<file path="src/hdl/pmcr_map.svh">
/*
  Offsets, field positions, reset values and the data-scale codes of the
  power-management configuration slice.
  Assumes inclusion by its bare name from the package and the design files.
*/
`ifndef PMCR_MAP_SVH
`define PMCR_MAP_SVH

// ----------------------------------------------------------------------------
// Configuration-header byte offsets
// ----------------------------------------------------------------------------
`define PMCR_OFS_REVISION      8'h08
`define PMCR_OFS_SUBSYSTEM     8'h2E
`define PMCR_OFS_POWER_MGMT    8'h54

// ----------------------------------------------------------------------------
// Field positions in power_mgmt_control
// ----------------------------------------------------------------------------
`define PMCR_STATE_LSB         0
`define PMCR_STATE_MSB         1
`define PMCR_WAKE_EN_BIT       8
`define PMCR_SEL_LSB           9
`define PMCR_SEL_MSB           12
`define PMCR_SCALE_LSB         13
`define PMCR_SCALE_MSB         14
`define PMCR_FLAG_BIT          15

// ----------------------------------------------------------------------------
// Reset values and scale codes
// ----------------------------------------------------------------------------
`define PMCR_PM_RESET          16'h0000
`define PMCR_SUBSYS_RESET      16'h0000
`define PMCR_SCALE_UNKNOWN     2'h0
`define PMCR_SCALE_TENTH       2'h1
`define PMCR_SCALE_HUNDREDTH   2'h2
// Word index of the configuration parameter word in the serial ROM
`define PMCR_EE_PARAM_WORD     2'h0
`define PMCR_EE_SUBSYS_WORD    2'h3
// Bit of the parameter word carrying the wake-report enable
`define PMCR_EE_WAKE_EN_BIT    8

`endif

</file>
<file path="src/hdl/pmcr_pkg.sv">
/*
  Types of the power-management configuration slice.
  Assumes pmcr_map.svh is on the include path.
*/
`include "pmcr_map.svh"

package pmcr_pkg;

  // Power states held in the power_state_field
  typedef enum logic [1:0] {
    PMCR_D0 = 2'b00,
    PMCR_D1 = 2'b01,
    PMCR_D2 = 2'b10,
    PMCR_D3 = 2'b11
  } pmcr_pstate_t;

  // Initialisation sequencer of the register bank
  typedef enum logic [1:0] {
    PMCR_S_WAIT  = 2'b00,
    PMCR_S_READY = 2'b01
  } pmcr_init_t;

  // Scale lookup decoder state
  typedef struct packed {
    logic [1:0] scale;
  } pmcr_scale_state_t;

  // Whole register-bank state
  typedef struct packed {
    pmcr_init_t   init;
    pmcr_pstate_t pstate;
    logic         wake_en;
    logic [3:0]   data_sel;
    logic         wake_flag;
    logic [15:0]  subsys;
    logic [15:0]  rdata;
    logic         rvalid;
    logic         wake_out;
  } pmcr_state_t;

endpackage

</file>
<file path="src/hdl/pmcr_scale.sv">
/*
  Data-scale lookup: maps the data-select field to the scale code that the
  data-scale field reports. The scale code is registered.
  Assumes one clock and an asynchronous active-low reset.
*/
`timescale 1ns/10ps
`default_nettype none

`include "pmcr_map.svh"

module pmcr_scale
  import pmcr_pkg::*;
(
  input  wire logic       clk_i,
  input  wire logic       rst_n_i,
  input  wire logic [3:0] sel_i,
  output var  logic [1:0] scale_o
);

  pmcr_scale_state_t state_reg;
  pmcr_scale_state_t state_next;

  // ----------------------------------------------------------------------------
  // Lookup
  // ----------------------------------------------------------------------------
  // Selections 0..7 are power figures in tenths, 8 is a hundredths figure,
  // the rest carry no data so their scale is unknown
  always_comb begin
    state_next = state_reg;
    if (sel_i < 4'h8) begin
      state_next.scale = `PMCR_SCALE_TENTH;
    end else if (sel_i == 4'h8) begin
      state_next.scale = `PMCR_SCALE_HUNDREDTH;
    end else begin
      state_next.scale = `PMCR_SCALE_UNKNOWN;
    end
  end

  always_ff @(posedge clk_i or negedge rst_n_i) begin
    if (!rst_n_i) begin
      state_reg <= '0;
    end else begin
      state_reg <= state_next;
    end
  end

  assign scale_o = state_reg.scale;

endmodule

`default_nettype wire

</file>
<file path="src/hdl/pmcr_regs.sv">
/*
  Power-management slice of a network controller's PCI configuration header:
  power_mgmt_control, revision_code and subsystem_code.
  Assumes a configuration-cycle front end on the same clock that gives a
  one-cycle read or write strobe with byte offset and byte enables, a serial
  ROM loader that presents words with an index and a valid pulse, and a
  done pulse when auto initialisation ends. WAKE_EVENT_I comes from logic
  on the same clock (the wake-criteria decoder).
*/
`timescale 1ns/10ps
`default_nettype none

`include "pmcr_map.svh"

module pmcr_regs
  import pmcr_pkg::*;
#(
  parameter logic [7:0] REVISION = 8'h5A   // Arbitrary value, set per silicon revision
)(
  input  wire logic        REF_CLK_I,
  input  wire logic        RSTN_I,
  input  wire logic        CFG_RD_I,
  input  wire logic        CFG_WR_I,
  input  wire logic [7:0]  CFG_ADDR_I,
  input  wire logic [1:0]  CFG_BE_I,
  input  wire logic [15:0] CFG_WDATA_I,
  output var  logic [15:0] CFG_RDATA_O,
  output var  logic        CFG_RVALID_O,
  input  wire logic        EE_WORD_VALID_I,
  input  wire logic [1:0]  EE_WORD_INDEX_I,
  input  wire logic [15:0] EE_WORD_I,
  input  wire logic        EE_DONE_I,
  input  wire logic        WAKE_EVENT_I,
  output var  logic        WAKE_O,
  output var  logic        TARGET_EN_O,
  output var  logic        MASTER_EN_O,
  output var  logic [1:0]  POWER_STATE_O,
  output var  logic [3:0]  DATA_SEL_O
);

  pmcr_state_t state_reg;
  pmcr_state_t state_next;
  logic [1:0]  scale;
  logic [15:0] pm_word;

  // ----------------------------------------------------------------------------
  // Decoding
  // ----------------------------------------------------------------------------
  // Word offsets are matched ignoring bit 0 so byte accesses at +1 still hit
  function automatic logic hit(input logic [7:0] addr, input logic [7:0] ofs);
    hit = (addr[7:1] == ofs[7:1]);
  endfunction

  pmcr_scale u_scale (
    .clk_i   (REF_CLK_I),
    .rst_n_i (RSTN_I),
    .sel_i   (state_reg.data_sel),
    .scale_o (scale)
  );

  // Reserved bits 7:2 always read zero
  always_comb begin
    pm_word = 16'h0000;
    pm_word[`PMCR_STATE_MSB:`PMCR_STATE_LSB] = state_reg.pstate;
    pm_word[`PMCR_WAKE_EN_BIT] = state_reg.wake_en;
    pm_word[`PMCR_SEL_MSB:`PMCR_SEL_LSB] = state_reg.data_sel;
    pm_word[`PMCR_SCALE_MSB:`PMCR_SCALE_LSB] = scale;
    pm_word[`PMCR_FLAG_BIT] = state_reg.wake_flag;
  end

  // ----------------------------------------------------------------------------
  // Next state
  // ----------------------------------------------------------------------------
  always_comb begin
    state_next = state_reg;
    state_next.rvalid = 1'b0;
    // Loader words only matter before initialisation completes
    case (state_reg.init)
      PMCR_S_WAIT: begin
        if (EE_WORD_VALID_I && EE_WORD_INDEX_I == `PMCR_EE_PARAM_WORD) begin
          state_next.wake_en = EE_WORD_I[`PMCR_EE_WAKE_EN_BIT];
        end
        if (EE_WORD_VALID_I && EE_WORD_INDEX_I == `PMCR_EE_SUBSYS_WORD) begin
          state_next.subsys = EE_WORD_I;
        end
        if (EE_DONE_I) begin
          state_next.init = PMCR_S_READY;
        end
      end
      PMCR_S_READY: begin
        state_next.init = PMCR_S_READY;
      end
      default: begin
        state_next.init = PMCR_S_WAIT;
      end
    endcase
    // Host writes; read-only registers ignore them
    if (CFG_WR_I && hit(CFG_ADDR_I, `PMCR_OFS_POWER_MGMT)) begin
      if (CFG_BE_I[0]) begin
        state_next.pstate = pmcr_pstate_t'(CFG_WDATA_I[`PMCR_STATE_MSB:`PMCR_STATE_LSB]);
      end
      if (CFG_BE_I[1]) begin
        state_next.wake_en = CFG_WDATA_I[`PMCR_WAKE_EN_BIT];
        state_next.data_sel = CFG_WDATA_I[`PMCR_SEL_MSB:`PMCR_SEL_LSB];
        if (CFG_WDATA_I[`PMCR_FLAG_BIT]) begin
          state_next.wake_flag = 1'b0;
        end
      end
    end
    // Set placed after clear so a coincident event is kept
    if (WAKE_EVENT_I) begin
      state_next.wake_flag = 1'b1;
    end
    state_next.wake_out = WAKE_EVENT_I && state_next.wake_en;
    // Reads answer one cycle later; unmapped offsets return zero
    if (CFG_RD_I) begin
      state_next.rvalid = 1'b1;
      if (hit(CFG_ADDR_I, `PMCR_OFS_POWER_MGMT)) begin
        state_next.rdata = pm_word;
      end else if (CFG_ADDR_I == `PMCR_OFS_REVISION) begin
        state_next.rdata = {8'h00, REVISION};
      end else if (hit(CFG_ADDR_I, `PMCR_OFS_SUBSYSTEM)) begin
        state_next.rdata = state_reg.subsys;
      end else begin
        state_next.rdata = 16'h0000;
      end
    end
  end

  // ----------------------------------------------------------------------------
  // State register
  // ----------------------------------------------------------------------------
  always_ff @(posedge REF_CLK_I or negedge RSTN_I) begin
    if (!RSTN_I) begin
      state_reg <= '0;
    end else begin
      state_reg <= state_next;
    end
  end

  // Enables are gated straight from the stored state, no extra latency
  assign TARGET_EN_O   = (state_reg.pstate == PMCR_D0);
  assign MASTER_EN_O   = (state_reg.pstate == PMCR_D0);
  assign POWER_STATE_O = state_reg.pstate;
  assign DATA_SEL_O    = state_reg.data_sel;
  assign CFG_RDATA_O   = state_reg.rdata;
  assign CFG_RVALID_O  = state_reg.rvalid;
  assign WAKE_O        = state_reg.wake_out;
endmodule

`default_nettype wire

</file>
<file path="config.mk">
export PLATFORM = sky130hd
export DESIGN_NAME = pmcr_regs
export DESIGN_NICKNAME = d
export VERILOG_FILES = /design/src/hdl/pmcr_pkg.sv /design/src/hdl/pmcr_scale.sv /design/src/hdl/pmcr_regs.sv
export VERILOG_INCLUDE_DIRS = /design/src /design/src/hdl
export SDC_FILE = /design/constraint.sdc
export NUM_CORES = 1
export LEC_CHECK = 0
export BUFFER_PORTS_ARGS = -buffer_cell sky130_fd_sc_hd__buf_4
export CORE_MARGIN = 2
export CORE_UTILIZATION = 40
export CTS_CLUSTER_DIAMETER = 120
export DETAILED_ROUTE_END_ITERATION = 8
export PLACE_DENSITY = 0.75
export SETUP_SLACK_MARGIN = 0.2
export SYNTH_ARGS = -nofsm -noshare
export SYNTH_HDL_FRONTEND = slang
export SYNTH_SLANG_ARGS = --single-unit
</file>
<file path="constraint.sdc">
create_clock -name REF_CLK_I -period 3.7 [get_ports REF_CLK_I]
set_input_delay 0.74 -clock REF_CLK_I [delete_from_list [all_inputs] [get_ports REF_CLK_I]]
set_output_delay 0.74 -clock REF_CLK_I [all_outputs]
set_load 0.01 [all_outputs]
</file>
==> flow_results.org <==
** Run status
- The flow ran to the end, and the final reports show no timing, DRC or antenna violations.

** Timing
- The number of hold violations in the final report was 0.
- Final clock period utilization by the worst path :: 0.4677
- The number of max-slew violations in the final report is 0.
- Setup_tns :: 0 ns
- Worst slew margin :: 0.5922
- For the pin with the worst max-slew slack, the measured transition is 0.6095 ns.
- Maximum operating frequency :: 577.9 MHz
- Number of endpoints failing setup at the final stage :: 0
- Final critical-path setup slack :: 1.970 ns
- On the final layout, the worst clock skew is 0.002168 ns.
- Setup repair after global routing missed its margin :: false
- Minimum clock period after layout :: 1.730 ns

** Worst setup path
- The worst register-to-register path ends at state_reg[22].
- For this design, the slowest cell found on the critical path is dfrtp_1.
- The largest single stage delay on the critical path is 0.42 ns.
- Cell depth of the worst setup path :: 2
- Worst setup SP type :: flop
- Data arrives at the worst endpoint at 0.99 ns.
- FF-to-FF path depth :: 2
- Chain of cells forming the critical path :: nor2_1 > buf_4
- Of all nets on the critical path, the largest fanout is 4.
- Worst R2R Start :: state_reg[42]
- Data on the critical path is required at its endpoint by 2.96 ns.
- The most critical setup path has its startpoint at POWER_STATE_O[1].
- Broken down by cell family, the worst path's largest delay share belongs to flip-flops.
- Buffers plus inverters on the worst setup path :: 1
- R2R setup slack :: 2.12 ns
- CP endpoint kind :: primary output
- The most critical setup path has its endpoint at MASTER_EN_O.
- The worst setup path is of the reg -> out kind.

** Place
- The congestion estimate from routability-driven global placement came to 0.7784.
- Summed over all nets, the half-perimeter wirelength after detailed placement is 2954 um.
- At the placement stage, the worst setup path has a slack of 1.687 ns.
- Count of port buffers added during placement :: 68

** Floorplanning
- Die Area :: 5785 um2
- For this configuration, the core starts out at a cell density of 0.4093.
- The die is 76.06 um tall.
- Placeable core area :: 5075 um2
- Row cnt :: 26
- In this run the horizontal extent of the chip is 76.06 um.
- In this run the count of I/O pins placed on the die edge is 77.

** Logic synthesis
- Summing every instance area after synthesis gives 2077 um2.
- dfrtp_1 takes more of the synthesized area than any other cell.
- Post-synth top flop :: dfrtp_1
- Synthesis produced 163 cells.
- The synthesized design contains 0 enable-type register cells.
- The synthesized design contains 45 register bits.
- Counting flops with an async set or reset pin after synthesis yields a share of 1.000.
- Counting every net in the synthesized netlist gives 214.
- Yosys instantiated no cell more often than dfrtp_1.
- Ys Warns :: 0
- Fraction of synthesized cell area taken by the top area cell type :: 0.5422
- Leading post-synthesis cells by cell area :: dfrtp_1 54%, mux2_2 12%, buf_4 8.3%
- The number of different library cells used by synthesis comes to 36.
- Sequential fraction of the synthesis area :: 0.5422
- After synthesis, the most frequently instantiated cells are 45 x dfrtp_1, 23 x buf_4, 22 x mux2_2.
- A synthesized cell averages 12.74 um2.

** Power
- The analysis attributes to cell leakage a power of 1.287 nW.
- Total power per unit cell area :: 403.4 nW/um2
- Combinational Power Share :: 0.094
- The share of total power dissipated in the clock network is 0.409.
- Of the total power, the share spent switching nets is 0.2054.
- VDD IR max :: 0.0002151 V
- Reported net switching power :: 216.1 uW
- Sequential fraction of design power :: 0.497
- The internal power of the cells totals 835.8 uW.

** Route
- Vias :: 1394
- Residual antenna-violating net count after detailed routing :: 0
- Wire length per cell :: 14.74 um
- For this block, the initial DRC count from the detailed router was 66.
- Via-to-Cell Ratio :: 4.961
- In the routed design, unresolved DRC markers number 0.
- The routed design has 4142 um of wire.
- Number of detailed-routing iterations run before antenna repair :: 4

** GRT
- Remaining Overflow, GRT :: 0
- Entering global routing, the biggest net connects 46 pins.
- The initial antenna violation count was 0.
- Global-route wire length before repair :: 6686 um
- Total GRT Usage :: 0.1471
- Busiest metal layer after global routing :: met2
- For this run, global-route usage on met1 was measured as 0.1975.
- The number of global-route vias before repair was 1368.
- Met2 usage :: 0.2286
- In the global route stage, met3 resource usage came out at 0.04384.

** Clock network
- Hold repair after CTS inserted 0 buffers.
- Worst-Skew Late Latency :: 0.29 ns
- PostCTS Resize Cnt :: 0
- Number of CTS-inserted buffers :: 5
- Clock-pin transition on the worst setup and hold timing paths :: 0.08 ns
- The H-tree was split into 2 levels.
- Root buffer selected by CTS :: clkbuf_8
- CTS saw 45 sinks.
- Longest Clk Path Bufs :: 2
- TritonCTS built the clock tree.
- Post-CTS setup buffer count :: 0

** Cells and area
- Final net count :: 261
- The register with the most flip-flops in the layout has 17 of them.
- Counting the fill cells in the layout gives 489.
- Relative to the synthesized area, the layout overhead comes to 25.54%.
- Share of layout cells above drive strength 1 :: 0.5071
- Inserted Diodes :: 0

** Hold path
- The tightest min-delay check is of the in -> async type.

** Run
- Max-cap viol count :: 0
==> power groups by stage <==
stage          sequential [mW]  clock (mW)  combinational, mW
4_1_cts                  0.523       0.443              0.101
2_1_floorplan            0.529           0             0.0436
5_1_grt                  0.526       0.459              0.109
6_report                 0.523       0.430             0.0991
3_3_place_gp             0.532           0             0.0993
3_5_place_dp             0.533           0              0.101
==> final cells by class <==
type | instances | area, um2 | area share
clock inverters | 3 | 65.06 | 0.02495
multi-input cells | 84 | 726.9 | 0.2788
well taps | 70 | 87.58 | 0.03359
clock buffers | 5 | 68.82 | 0.02639
flip-flops and latches | 45 | 1126 | 0.4319
inverters | 6 | 22.52 | 0.008637
repair buffers | 68 | 510.5 | 0.1958
==> worst min-delay path by stage <==
stage                                  start              end  depth (start not counted)  slack [ns]
after detailed placement  u_scale.scale_o[0]  CFG_RDATA_O[13]                          1        0.47
after floorplan                       RSTN_I   CFG_RDATA_O[0]                          0        0.44
after global placement    u_scale.scale_o[1]  CFG_RDATA_O[14]                          1        0.46
after global routing                  RSTN_I   CFG_RDATA_O[2]                          1        0.47
final                                 RSTN_I    state_reg[20]                          1        0.43
after CTS                             RSTN_I   CFG_RDATA_O[2]                          1        0.45
==> per-stage QoR <==
step                power, mW  utilization  hold WS (ns)  std cells  cell area (um2)
finish                  1.052       0.5138        0.4274        281             2608
global route            1.093       0.5138        0.4738        281             2608
CTS                     1.067       0.5138        0.4549        281             2608
detailed placement     0.6339       0.4874        0.4711        273             2474
global placement       0.6310       0.4874        0.4630        273             2474
floorplan              0.5730            -        0.4431        163             2077
==> cells in the final DEF, fill, tap and decap left out <==
cell       synthesis  final
buf_4             23     68
dfrtp_1           45     45
mux2_2            22     22
nor2b_1            9      9
a221o_1            9      9
inv_1              6      6
nor2_1             6      6
clkbuf_8           0      5
nand3_1            4      4
nand4_1            4      4
o21ai_0            3      3
a211oi_1           3      3
mux2i_1            2      2
nor4_1             2      2
and4_1             2      2
bufinv_16          0      2
nor4b_1            1      1
and4bb_4           1      1
and4bb_2           1      1
nand3_2            1      1
a41oi_1            1      1
a21boi_0           1      1
nand4b_2           1      1
nand2_1            1      1
o22a_1             1      1
nor4b_4            1      1
and2_4             1      1
and4_4             1      1
and3_1             1      1
and3_4             1      1
a21boi_1           1      1
o21ai_1            1      1
a31oi_1            1      1
or2_2              1      1
clkinv_2           0      1
==> logic make-up after synthesis <==
| family | share of synthesized area |
|---|---|
| buffers and inverters | 0.1078 |
| flip-flops | 0.5422 |
| multiplexers | 0.1289 |
| AND/OR/NAND/NOR | 0.1386 |
| AO/OA/AOI/OAI | 0.08253 |
==> per-layer routing <==
layer / share of wire / vias to the layer above / wire length, um
met3: 0.066 / 4 / 273
met5: 0 / - / 0
li1: - / 664 / -
met1: 0.44 / 677 / 1822
met2: 0.49 / 49 / 2013
met4: 0.0082 / 0 / 34
Note: power is estimated with default switching activity, not from simulation.
